==> src/hdl/cfhp_regs.vh <==
// constants for the configuration and host port controller
`ifndef CFHP_REGS_VH
`define CFHP_REGS_VH
// register byte offsets on the control bus
`define CFHP_OFF_CTRL 12'h000
`define CFHP_OFF_STAT 12'h004
`define CFHP_OFF_ADDR 12'h008
`define CFHP_OFF_WDATA 12'h00C
`define CFHP_OFF_RDATA 12'h010
`define CFHP_OFF_CMD 12'h014
// control register fields
`define CFHP_CTRL_MODE 0
`define CFHP_CTRL_SCAN_HI 1
`define CFHP_CTRL_BURST 2
`define CFHP_CTRL_SZ_LO 3
`define CFHP_CTRL_SZ_HI 4
// command codes (bit 0 of command register)
`define CFHP_CMD_WRITE 1'b0
`define CFHP_CMD_READ 1'b1
// transfer size encodings
`define CFHP_TSZ_WORD 2'b00
`define CFHP_TSZ_BYTE 2'b01
`define CFHP_TSZ_HALF 2'b10
// status fields
`define CFHP_ST_BUSY 0
`define CFHP_ST_READY 1
`define CFHP_ST_INIT_LOW 2
`define CFHP_ST_HIGH_DC 3
`define CFHP_ST_LOW_DC 4
`define CFHP_ST_DONE 5
// peripheral status bit on the data bus
`define CFHP_RDY_BIT 7
// host address width and burst beats
`define CFHP_HA_W 18
`define CFHP_BEATS 3'd4
// last strobe count; strobe low time is one cycle more
`define CFHP_STRB_CYC 2'd2
// axi responses
`define CFHP_RESP_OK 2'b00
`define CFHP_RESP_SLVERR 2'b10
`endif

==> src/hdl/cfhp_sync.v <==
// two flip-flop synchroniser for pin inputs
`timescale 1ns/1ps
module cfhp_sync #(
  parameter W = 1
) (
  clk_sys,
  rst_n,
  d,
  q
);
  input wire clk_sys;
  input wire rst_n;
  input wire [W-1:0] d;
  output reg [W-1:0] q;
  reg [W-1:0] meta_r;
  always @(posedge clk_sys) begin
    if (!rst_n) begin
      meta_r <= {W{1'b0}};
      q <= {W{1'b0}};
    end else begin
      meta_r <= d;
      q <= meta_r;
    end
  end
endmodule // cfhp_sync

==> src/hdl/cfhp_ctrl.v <==
// controller driving the configuration and host processor port pins
// Notes on behaviour
// - hold scan clock or mode high during config
// - init held low keeps device waiting
// - selected when active-low low, active-high high
// - never both strobes; write wins
// - write strobe low captures D[7:0]
// - direction high read, low write
// - address bus carries low 18 bits
// - burst flag low for burst, high single
// - beat request asserted, dropped before end
// - size 01 byte, 10 half, 00 word
`timescale 1ns/1ps
`include "cfhp_regs.vh"
module cfhp_ctrl (
  clk_sys,
  rst_n,
  s_axi_awaddr,
  s_axi_awvalid,
  s_axi_awready,
  s_axi_wdata,
  s_axi_wstrb,
  s_axi_wvalid,
  s_axi_wready,
  s_axi_bresp,
  s_axi_bvalid,
  s_axi_bready,
  s_axi_araddr,
  s_axi_arvalid,
  s_axi_arready,
  s_axi_rdata,
  s_axi_rresp,
  s_axi_rvalid,
  s_axi_rready,
  scan_clk_hold,
  select_active_low_n,
  select_active_high,
  rd_strobe_n,
  wr_strobe_n,
  host_transfer_strobe_n,
  host_read_not_write,
  host_address_bus,
  host_burst_flag_n,
  burst_beat_request_n,
  transfer_size_code,
  data_out,
  data_oe,
  data_in,
  init_in,
  init_out,
  init_oe,
  ready_in,
  high_during_config,
  low_during_config_n,
  host_transfer_ack_n,
  core_reset_low
);
  input wire clk_sys;
  input wire rst_n;
  input wire [11:0] s_axi_awaddr;
  input wire s_axi_awvalid;
  output reg s_axi_awready;
  input wire [31:0] s_axi_wdata;
  input wire [3:0] s_axi_wstrb;
  input wire s_axi_wvalid;
  output reg s_axi_wready;
  output reg [1:0] s_axi_bresp;
  output reg s_axi_bvalid;
  input wire s_axi_bready;
  input wire [11:0] s_axi_araddr;
  input wire s_axi_arvalid;
  output reg s_axi_arready;
  output reg [31:0] s_axi_rdata;
  output reg [1:0] s_axi_rresp;
  output reg s_axi_rvalid;
  input wire s_axi_rready;
  output reg scan_clk_hold;
  output reg select_active_low_n;
  output reg select_active_high;
  output reg rd_strobe_n;
  output reg wr_strobe_n;
  output reg host_transfer_strobe_n;
  output reg host_read_not_write;
  output reg [`CFHP_HA_W-1:0] host_address_bus;
  output reg host_burst_flag_n;
  output reg burst_beat_request_n;
  output reg [1:0] transfer_size_code;
  output reg [7:0] data_out;
  output reg data_oe;
  input wire [7:0] data_in;
  input wire init_in;
  output reg init_out;
  output reg init_oe;
  input wire ready_in;
  input wire high_during_config;
  input wire low_during_config_n;
  input wire host_transfer_ack_n;
  output reg core_reset_low;

  localparam ST_IDLE = 3'd0;
  localparam ST_SETUP = 3'd1;
  localparam ST_STRB = 3'd2;
  localparam ST_WAIT_ACK = 3'd3;
  localparam ST_RELEASE = 3'd4;

  // ==========================================================
  // pin synchronisers
  wire [12:0] pin_raw;
  wire [12:0] pin_s;
  assign pin_raw = {data_in, init_in, ready_in, high_during_config,
    low_during_config_n, host_transfer_ack_n};
  cfhp_sync #(.W(13)) u_sync (
    .clk_sys(clk_sys),
    .rst_n(rst_n),
    .d(pin_raw),
    .q(pin_s)
  );
  wire [7:0] data_s = pin_s[12:5];
  wire init_s = pin_s[4];
  wire ready_s = pin_s[3];
  wire hdc_s = pin_s[2];
  wire ldc_n_s = pin_s[1];
  wire ack_n_s = pin_s[0];
  // done only when both config markers say so
  wire cfg_done = !hdc_s && ldc_n_s;

  // ==========================================================
  // software registers
  reg [4:0] ctrl_r;
  reg [`CFHP_HA_W-1:0] addr_r;
  reg [31:0] wdata_r;
  reg [31:0] rdata_r;
  reg go_r;
  reg go_dir_r;
  reg busy_r;
  reg [2:0] state_r;
  reg [1:0] cnt_r;
  reg [2:0] beat_r;
  reg aw_got_r;
  reg w_got_r;
  reg [11:0] aw_addr_r;
  reg [31:0] w_data_r;

  function [31:0] rd_mux;
    input [11:0] a;
    begin
      case (a)
        `CFHP_OFF_CTRL: rd_mux = {27'h000_0000, ctrl_r};
        `CFHP_OFF_STAT: rd_mux = {26'h000_0000, cfg_done, ldc_n_s, hdc_s,
          !init_s, ready_s, busy_r};
        `CFHP_OFF_ADDR: rd_mux = {14'h0000, addr_r};
        `CFHP_OFF_WDATA: rd_mux = wdata_r;
        `CFHP_OFF_RDATA: rd_mux = rdata_r;
        default: rd_mux = 32'h0000_0000;
      endcase
    end
  endfunction

  function mapped;
    input [11:0] a;
    begin
      mapped = (a == `CFHP_OFF_CTRL) || (a == `CFHP_OFF_STAT) ||
        (a == `CFHP_OFF_ADDR) || (a == `CFHP_OFF_WDATA) ||
        (a == `CFHP_OFF_RDATA) || (a == `CFHP_OFF_CMD);
    end
  endfunction

  wire do_wr = aw_got_r && w_got_r && !s_axi_bvalid;

  // write path: address and data taken in either order
  always @(posedge clk_sys) begin
    if (!rst_n) begin
      s_axi_awready <= 1'b0;
      s_axi_wready <= 1'b0;
      s_axi_bvalid <= 1'b0;
      s_axi_bresp <= `CFHP_RESP_OK;
      aw_got_r <= 1'b0;
      w_got_r <= 1'b0;
      aw_addr_r <= 12'h000;
      w_data_r <= 32'h0000_0000;
      ctrl_r <= 5'h02;
      addr_r <= {`CFHP_HA_W{1'b0}};
      wdata_r <= 32'h0000_0000;
      go_r <= 1'b0;
      go_dir_r <= `CFHP_CMD_WRITE;
    end else begin
      go_r <= 1'b0;
      s_axi_awready <= !aw_got_r && !s_axi_awready && s_axi_awvalid;
      s_axi_wready <= !w_got_r && !s_axi_wready && s_axi_wvalid;
      if (s_axi_awvalid && s_axi_awready) begin
        aw_got_r <= 1'b1;
        aw_addr_r <= s_axi_awaddr;
      end
      if (s_axi_wvalid && s_axi_wready) begin
        w_got_r <= 1'b1;
        w_data_r <= s_axi_wdata;
      end
      if (do_wr) begin
        aw_got_r <= 1'b0;
        w_got_r <= 1'b0;
        s_axi_bvalid <= 1'b1;
        s_axi_bresp <= mapped(aw_addr_r) ? `CFHP_RESP_OK : `CFHP_RESP_SLVERR;
        case (aw_addr_r)
          `CFHP_OFF_CTRL: ctrl_r <= w_data_r[4:0];
          `CFHP_OFF_ADDR: addr_r <= w_data_r[`CFHP_HA_W-1:0];
          `CFHP_OFF_WDATA: wdata_r <= w_data_r;
          `CFHP_OFF_CMD: begin
            // a command while busy starts nothing, but its bit 0 still loads go_dir_r
            go_r <= !busy_r;
            go_dir_r <= w_data_r[0];
          end
          default: ;
        endcase
      end else if (s_axi_bvalid && s_axi_bready) begin
        s_axi_bvalid <= 1'b0;
      end
    end
  end

  // read path
  always @(posedge clk_sys) begin
    if (!rst_n) begin
      s_axi_arready <= 1'b0;
      s_axi_rvalid <= 1'b0;
      s_axi_rdata <= 32'h0000_0000;
      s_axi_rresp <= `CFHP_RESP_OK;
    end else begin
      s_axi_arready <= !s_axi_arready && !s_axi_rvalid && s_axi_arvalid;
      if (s_axi_arvalid && s_axi_arready) begin
        s_axi_rvalid <= 1'b1;
        s_axi_rdata <= rd_mux(s_axi_araddr);
        s_axi_rresp <= mapped(s_axi_araddr) ? `CFHP_RESP_OK : `CFHP_RESP_SLVERR;
      end else if (s_axi_rvalid && s_axi_rready) begin
        s_axi_rvalid <= 1'b0;
      end
    end
  end

  // ==========================================================
  // pin sequencer
  wire host_mode = ctrl_r[`CFHP_CTRL_MODE];
  wire burst_on = ctrl_r[`CFHP_CTRL_BURST];
  wire is_rd = (go_dir_r == `CFHP_CMD_READ);
  // waits out the device while init is held low or, outside host mode, not ready
  wire dev_free = init_s && (host_mode || ready_s);

  always @(posedge clk_sys) begin
    if (!rst_n) begin
      state_r <= ST_IDLE;
      cnt_r <= 2'd0;
      beat_r <= 3'd0;
      busy_r <= 1'b0;
      rdata_r <= 32'h0000_0000;
      scan_clk_hold <= 1'b1;
      select_active_low_n <= 1'b1;
      select_active_high <= 1'b0;
      rd_strobe_n <= 1'b1;
      wr_strobe_n <= 1'b1;
      host_transfer_strobe_n <= 1'b1;
      host_read_not_write <= 1'b1;
      host_address_bus <= {`CFHP_HA_W{1'b0}};
      host_burst_flag_n <= 1'b1;
      burst_beat_request_n <= 1'b1;
      transfer_size_code <= `CFHP_TSZ_WORD;
      data_out <= 8'h00;
      data_oe <= 1'b0;
      init_out <= 1'b0;
      init_oe <= 1'b0;
      core_reset_low <= 1'b0;
    end else begin
      core_reset_low <= 1'b1;
      // scan clock held high through configuration
      scan_clk_hold <= ctrl_r[`CFHP_CTRL_SCAN_HI] || !cfg_done;
      init_out <= 1'b0;
      init_oe <= 1'b0;
      case (state_r)
        ST_IDLE: begin
          if (go_r) begin
            busy_r <= 1'b1;
            state_r <= ST_SETUP;
            beat_r <= 3'd0;
          end
        end
        ST_SETUP: begin
          if (dev_free) begin
            select_active_low_n <= 1'b0;
            select_active_high <= 1'b1;
            host_read_not_write <= is_rd;
            host_address_bus <= addr_r;
            transfer_size_code <= ctrl_r[`CFHP_CTRL_SZ_HI:`CFHP_CTRL_SZ_LO];
            host_burst_flag_n <= !(host_mode && burst_on);
            burst_beat_request_n <= !(host_mode && burst_on);
            // only drive data on writes: read leaves D to device
            data_oe <= !is_rd;
            data_out <= wdata_r[8*beat_r[1:0] +: 8];
            cnt_r <= 2'd0;
            state_r <= ST_STRB;
          end
        end
        ST_STRB: begin
          if (host_mode) begin
            host_transfer_strobe_n <= 1'b0;
            state_r <= ST_WAIT_ACK;
          end else begin
            // one strobe only: write wins, never both
            wr_strobe_n <= is_rd;
            rd_strobe_n <= !is_rd;
            cnt_r <= cnt_r + 2'd1;
            if (cnt_r == `CFHP_STRB_CYC) begin
              state_r <= ST_RELEASE;
            end
          end
        end
        ST_WAIT_ACK: begin
          if (!ack_n_s) begin
            if (is_rd) begin
              rdata_r[8*beat_r[1:0] +: 8] <= data_s;
            end
            beat_r <= beat_r + 3'd1;
            if (burst_on && beat_r + 3'd2 >= `CFHP_BEATS) begin
              burst_beat_request_n <= 1'b1;
            end
            if (!burst_on || beat_r + 3'd1 >= `CFHP_BEATS) begin
              state_r <= ST_RELEASE;
            end else begin
              data_out <= wdata_r[8*(beat_r[1:0] + 2'd1) +: 8];
            end
          end
        end
        ST_RELEASE: begin
          // status reaches data_s only two edges after the strobe fell
          if (!host_mode && is_rd) begin
            rdata_r <= {24'h00_0000, data_s};
          end
          rd_strobe_n <= 1'b1;
          wr_strobe_n <= 1'b1;
          host_transfer_strobe_n <= 1'b1;
          host_burst_flag_n <= 1'b1;
          burst_beat_request_n <= 1'b1;
          select_active_low_n <= 1'b1;
          select_active_high <= 1'b0;
          data_oe <= 1'b0;
          busy_r <= 1'b0;
          state_r <= ST_IDLE;
        end
        default: state_r <= ST_IDLE;
      endcase
    end
  end
endmodule // cfhp_ctrl

==> config.mk <==
export PLATFORM = sky130hd
export DESIGN_NAME = cfhp_ctrl
export DESIGN_NICKNAME = d
export VERILOG_FILES = /design/src/hdl/cfhp_sync.v /design/src/hdl/cfhp_ctrl.v
export VERILOG_INCLUDE_DIRS = /design/src /design/src/hdl
export SDC_FILE = /design/constraint.sdc
export NUM_CORES = 1
export LEC_CHECK = 0
export BUFFER_PORTS_ARGS = -buffer_cell sky130_fd_sc_hd__buf_2
export CAP_MARGIN = 40
export CORE_ASPECT_RATIO = 1.25
export CORE_MARGIN = 1
export CORE_UTILIZATION = 50
export CTS_CLUSTER_DIAMETER = 100
export CTS_CLUSTER_SIZE = 25
export DETAILED_ROUTE_END_ITERATION = 7
export HOLD_SLACK_MARGIN = 0.12
export PLACE_DENSITY = 0.72
export SLEW_MARGIN = 20
export SYNTH_ARGS = -nofsm -noshare
export SYNTH_HDL_FRONTEND = slang
export SYNTH_SLANG_ARGS = --single-unit
==> constraint.sdc <==
create_clock -name clk_sys -period 5.05 [get_ports clk_sys]
set_clock_uncertainty 0.05 [all_clocks]
set_input_delay 0.505 -clock clk_sys [delete_from_list [all_inputs] [get_ports clk_sys]]
set_output_delay 0.505 -clock clk_sys [all_outputs]
set_load 0.05 [all_outputs]
Word level (Yosys, flattened, before mapping)

Cells that the tools add are included.

Output and inout port bits: 82
Word-level logic and storage cells: 201
Bits in registers: 250

Add/subtract/negate cells: 5
Mux-type cells: 49
Shift operators: 4
Reductions and logical operators: 76
Bitwise logic cells: 1
$lt $le $gt $ge: 2
Eq/ne operators: 26

Operator list:

| kind                                                   | number |
|---|---|
| one-hot mux 32 bit (5 select lines)                    | 1 |
| two-way mux 32 bit                                     | 3 |
| one-hot mux 32 bit (2 select lines)                    | 1 |
| == test 12 x 4 -> 1 bit (second input constant)        | 4 |
| == test 12 x 5 -> 1 bit (second input constant)        | 4 |
| negator 5 -> 34 bit                                    | 1 |
| variable shift 8 x 34 -> 32 bit (first input constant) | 1 |
| indexed part select 8 x 34 -> 32 bit                   | 1 |
| bitwise mux 32 bit                                     | 1 |
| indexed part select 32 x 6 -> 8 bit                    | 1 |
| indexed part select 32 x 7 -> 8 bit                    | 1 |
| == test 12 x 3 -> 1 bit (second input constant)        | 2 |
| zero test 12 bit                                       | 2 |
| two-way mux 3 bit                                      | 8 |
| two-way mux 8 bit                                      | 3 |
| inequality test 2 bit (second input constant)          | 10 |
| logical AND 1 bit                                      | 18 |
| AND reduction 2 bit                                    | 9 |
| nonzero test 2 bit                                     | 9 |
| one-hot mux 1 bit (2 select lines)                     | 8 |
| one-hot mux 8 bit (2 select lines)                     | 1 |
| zero test 1 bit                                        | 15 |
| two-way mux 1 bit                                      | 15 |
| logical OR 1 bit                                       | 13 |
| 22 further kinds                                       | 31 |

Depth between registers and ports, before layout

Word-level depth: 7
Mapped depth: 8
Gate-level depth less buffers: 6

Cells and area by module

Synthesis repeated with hierarchy kept, for this count alone.

Cell total of the unflattened synthesis: 1144
Area, all modules: 10007.1 um^2

By module, submodules not included:

| module    | area each (um^2) | times used | cells an instance |
|---|---|---|---|
| cfhp_ctrl | 9276.4           | 1          | 1090 |
| cfhp_sync | 730.7            | 1          | 54 |

Worst setup path after synthesis

Ideal clock, no wire load.

Path type: reg-to-reg
Start: reg beat_r[0]
End: reg rdata_r[0]
Path slack: 2.853 ns
Arrival time: 2.059 ns
Setup time: 0.088 ns
Stages on the path, launching flop included: 9
Clock period less this slack: 2.197 ns
Cell sequence: dfxtp_1 > clkbuf_1 > clkinv_1 > clkbuf_1 > ha_1 > o221ai_1 > buf_2 > nand3_1 > o31ai_1

Cells in the longest elaborated chain, start to end: 6

RTL lines:

| what                                                                                           | line            | text |
|---|---|---|
| from (decl)                                                                                    | cfhp_ctrl.v:138 | `reg [2:0] beat_r;` |
| from (signal assigned)                                                                         | cfhp_ctrl.v:319 | `beat_r <= beat_r + 3'd1;` |
| negator 5 -> 34 bit *                                                                          | cfhp_ctrl.v:317 | `rdata_r[8*beat_r[1:0] +: 8] <= data_s;` |
| indexed part select 8 x 34 -> 32 bit / variable shift 8 x 34 -> 32 bit (equally long branches) | cfhp_ctrl.v:317 |  |
| bitwise mux 32 bit *                                                                           | cfhp_ctrl.v:317 |  |
| two-way mux 32 bit *                                                                           | cfhp_ctrl.v:316 | `if (is_rd) begin` |
| two-way mux 32 bit *                                                                           | cfhp_ctrl.v:315 | `if (!ack_n_s) begin` |
| one-hot mux 32 bit (2 select lines) *                                                          | cfhp_ctrl.v:276 | `case (state_r)` |
| to (signal, indexed assignment)                                                                | cfhp_ctrl.v:317 |  |
| to (signal assigned)                                                                           | cfhp_ctrl.v:333 | `rdata_r <= {24'h00_0000, data_s};` |
| to (decl)                                                                                      | cfhp_ctrl.v:132 | `reg [31:0] rdata_r;` |

Mark *: on every way between the ends. The rest lies on a longest branch, timed or not. The select of a mux whose other input is x is not followed.
A chain may end at the register's enable or synchronous reset.

Final worst setup path

Start: reg aw_addr_r[3]
End: reg wdata_r[2]

Cells in the longest elaborated chain, start to end: 2

RTL lines:

| what                          | line            | text |
|---|---|---|
| from (decl)                   | cfhp_ctrl.v:141 | `reg [11:0] aw_addr_r;` |
| from (signal assigned)        | cfhp_ctrl.v:192 | `aw_addr_r <= s_axi_awaddr;` |
| == test 12 x 4 -> 1 bit       | cfhp_ctrl.v:203 | `case (aw_addr_r)` |
| AND reduction 2 bit (no line) | n/a             |  |
| to (signal assigned)          | cfhp_ctrl.v:206 | `` `CFHP_OFF_WDATA: wdata_r <= w_data_r; `` |
| to (decl)                     | cfhp_ctrl.v:131 | `reg [31:0] wdata_r;` |

No other way between the ends.

==> metrics.txt <==
# TYPE chip_impl_metric gauge
chip_impl_metric{name="finalWirelength",unit="microns"} 27000
chip_impl_metric{name="nNetsFinal",unit=""} 1337
chip_impl_metric{name="route.detailed.vias_per_inst",unit=""} 5.80
chip_impl_info{name="synth_largest_area_cell",value="dfxtp_1"} 1
chip_impl_metric{name="dp.cells",unit=""} 1501
chip_impl_metric{name="timing.reg2reg.setup_slack",unit="ns"} 2.36
chip_impl_metric{name="die_area",unit="sq um"} 20600
chip_impl_metric{name="netlist_instances",unit=""} 1156
chip_impl_metric{name="timing_worst_slew_pin_value",unit="ns"} 0.846
chip_impl_metric{name="ys_seq_elements",unit=""} 248
chip_impl_metric{name="worst_setup_hold_path_clk_slew",unit="ns"} 0.10
chip_impl_metric{name="post-cts-setup-buffers",unit=""} 0
chip_impl_metric{name="utilization_after_layout",unit=""} 0.577
chip_impl_metric{name="insertedDiodeCount",unit=""} 0
chip_impl_metric{name="p_per_area",unit="nW/um^2"} 289
chip_impl_metric{name="fillers",unit=""} 1880
chip_impl_metric{name="dr.first_iter.drc_count",unit=""} 798
chip_impl_metric{name="yosysTopAreaCellShare",unit=""} 0.495
chip_impl_info{name="hold_class",value="primary input to flop"} 1
chip_impl_metric{name="cts_num_sinks",unit=""} 248
chip_impl_metric{name="global_route.overflow_total",unit=""} 0
chip_impl_metric{name="drv.max_cap_violation_count",unit=""} 0
chip_impl_metric{name="cts_htree_levels",unit=""} 1
chip_impl_metric{name="grt_start_max_net_pins",unit=""} 61
chip_impl_info{name="critical_path.cell_chain",value="inv_1 -> nor2_1 -> buf_4 -> nand3_1 -> a21oi_1"} 1
chip_impl_metric{name="drtPass1Iterations",unit=""} 5
chip_impl_metric{name="synthesis.yosys.warnings",unit=""} 0
chip_impl_metric{name="relSlewSlack",unit=""} 0.435
chip_impl_metric{name="proportion_of_synthesized_chip_area_in_sequential_cells",unit=""} 0.495
chip_impl_metric{name="remaining_routing_drc_violations",unit=""} 0
chip_impl_metric{name="final_cells",unit=""} 1516
chip_impl_info{name="outcome",value="completed"} 1
chip_impl_metric{name="grt_antenna_before_repair",unit=""} 0
chip_impl_metric{name="synth.distinct_cells",unit=""} 67
chip_impl_metric{name="final-hold-violation-count",unit=""} 0
chip_impl_metric{name="synthArstFlopShare",unit=""} 0
chip_impl_info{name="tritoncts",value="done"} 1
chip_impl_metric{name="cts-hold-fix-buffers",unit=""} 0
chip_impl_metric{name="cts-resized-gates",unit=""} 0
chip_impl_info{name="crit_type",value="flop to flop"} 1
chip_impl_metric{name="setup_viol_count_final",unit=""} 0
chip_impl_metric{name="dp.final_hpwl",unit="microns"} 19100
chip_impl_metric{name="floorplan.io_pins",unit=""} 162
chip_impl_metric{name="initial_utilization",unit=""} 0.514
chip_impl_metric{name="tns",unit="ns"} 0
chip_impl_info{name="critical-path-slowest-cell",value="dfxtp_1"} 1
chip_impl_info{name="ys_dominant_reg_cell",value="dfxtp_1"} 1
chip_impl_metric{name="grtUsageTotal",unit=""} 0.258
chip_impl_info{name="startpoint_types",value="flop"} 1
chip_impl_metric{name="synth.avg_cell_area",unit="sq um"} 8.68
chip_impl_metric{name="area_growth",unit="%"} 12.3
chip_impl_metric{name="cell_area_after_synthesis",unit="sq um"} 10000
chip_impl_metric{name="io_buffer_count",unit=""} 153
chip_impl_metric{name="period_share",unit=""} 0.533
chip_impl_metric{name="die_y_extent",unit="microns"} 160
chip_impl_metric{name="first_pass_grt_wire_length",unit="microns"} 42500
chip_impl_metric{name="core_area",unit="sq um"} 19500
chip_impl_info{name="worst_setup_path_end_kind",value="flop"} 1
chip_impl_info{name="root_buffer",value="clkbuf_16"} 1
chip_impl_metric{name="p_leak",unit="uW"} 0.00407
chip_impl_metric{name="cts-buffers-inserted",unit=""} 13
chip_impl_info{name="unrepaired_setup_endpoints_after_global_routing",value="no"} 1
chip_impl_metric{name="layout-drive-gt1-share",unit=""} 0.181
chip_impl_metric{name="cpPeakStageDelay",unit="ns"} 0.88
chip_impl_metric{name="critPathMaxFanout",unit=""} 23
chip_impl_info{name="synth_common_cells",value="dfxtp_1 (248), nand2_1 (185), a21oi_1 (139)"} 1
chip_impl_metric{name="drv_slew",unit=""} 0
chip_impl_metric{name="number_of_enable_flip_flop_cells_after_synthesis",unit=""} 0
chip_impl_metric{name="insertion_delay",unit="ns"} 0.48
chip_impl_metric{name="placementRows",unit=""} 57
chip_impl_metric{name="ant_nets",unit=""} 0
chip_impl_metric{name="chipWidth",unit="microns"} 129
chip_impl_metric{name="first_global_vias",unit=""} 7997
chip_impl_info{name="post-synth-top-count-cell",value="dfxtp_1"} 1
chip_impl_metric{name="timing.fmax",unit="GHz"} 0.371
chip_impl_info{name="synthTopCellsByArea",value="dfxtp_1 (49%), a21oi_1 (6.9%), nand2_1 (6.9%)"} 1
chip_impl_metric{name="ir_drop",unit="V"} 0.000245
chip_impl_metric{name="final_period_minus_worst_setup_slack",unit="ns"} 2.69
chip_impl_metric{name="worst_ep_required_time",unit="ns"} 5.41
chip_impl_metric{name="clockBufferDepth",unit=""} 3
chip_impl_metric{name="avg_wl_per_cell",unit="microns"} 17.8
chip_impl_metric{name="gp_routability_congestion",unit=""} 0.849
chip_impl_metric{name="worst_ep_arrival_time",unit="ns"} 3.06
chip_impl_metric{name="num_vias",unit=""} 8798
power breakdown:
part	total, uW	internal (uW)	leakage, uW	switching [uW]
clock	1090	482	0.000167	610
sequential	2000	1980	0.00201	17.7
combinational	167	54.0	0.00189	113
metal layers:
| metal | routed length [microns] | up-vias | track usage |
|---|---|---|---|
| met5 | 0 | - | 0 |
| met4 | 961 | 0 | 0.101 |
| met3 | 1660 | 57 | 0.0223 |
| met2 | 12600 | 314 | 0.416 |
| met1 | 11800 | 4101 | 0.357 |
| li1 | - | 4326 | - |
placed cells by master, fill, tap and decap left out, types with 24 or more instances in the layout:
cell type / Yosys / final
nand3_1: 71 / 71
buf_2: 17 / 155
dfxtp_1: 248 / 248
a21oi_1: 139 / 139
and2_1: 29 / 29
o21ai_0: 72 / 72
nand4_1: 36 / 36
nand2_1: 185 / 185
o31ai_1: 39 / 39
o21ai_1: 25 / 25
nor2_1: 24 / 24
state kept, by name, summed over array words and instances (netlist names), 5 cells and up:
name              count
addr_r               18
aw_addr_r            12
ctrl_r                5
data_out              8
host_address_bus     18
rdata_r              32
s_axi_rdata          32
u_sync.meta_r        13
u_sync.q             13
w_data_r             32
wdata_r              32
through the flow:
stage,hold WS (ns),setup WS (ns),total power [uW],instance area [sq um]
finish,0.180,2.36,3260,11300
global route,0.175,2.15,3360,11300
CTS,0.173,2.36,3270,11300
detailed placement,0.370,2.38,2210,10900
global placement,0.368,2.31,2210,10800
floorplan,0.362,2.85,2150,10000
final timing paths:
check	start	endpoint	depth (start not counted)
max	aw_addr_r[3]$_SDFFE_PN0P_	wdata_r[2]$_SDFFE_PN0P_	5
min	host_transfer_ack_n	u_sync.meta_r[0]$_SDFF_PN0_	2
max reg2reg	aw_addr_r[3]$_SDFFE_PN0P_	wdata_r[2]$_SDFFE_PN0P_	5
min reg2reg	u_sync.meta_r[6]$_SDFF_PN0_	u_sync.q[6]$_SDFF_PN0_	1
cell families after synthesis:
group | count (synthesis) | share of synthesized area
other | 1 | 0.000374
adder cells (fa/ha/maj) | 5 | 0.00623
buffers and inverters | 109 | 0.0486
flip-flops | 248 | 0.495
AO/OA/AOI/OAI | 349 | 0.207
multiplexers | 23 | 0.0308
AND/OR/NAND/NOR | 418 | 0.210
XOR/XNOR | 3 | 0.00262
critical path: cells and delay by family (launching register included):
family | cells | cell delay [ns]
AO/OA/AOI/OAI | 1 | 0.17
buffers and inverters | 2 | 0.75
flip-flops | 1 | 0.88
AND/OR/NAND/NOR | 2 | 0.78
cell type report:
type / count / area, sq um / area share
sequential: 248 / 4960 / 0.441
multi-input combinational: 802 / 4590 / 0.408
timing repair buffer: 176 / 992 / 0.0881
clock buffer: 14 / 339 / 0.0301
tap: 265 / 332 / 0.0294
inverter: 11 / 43.8 / 0.00389
(Power assumes the default switching activity.)
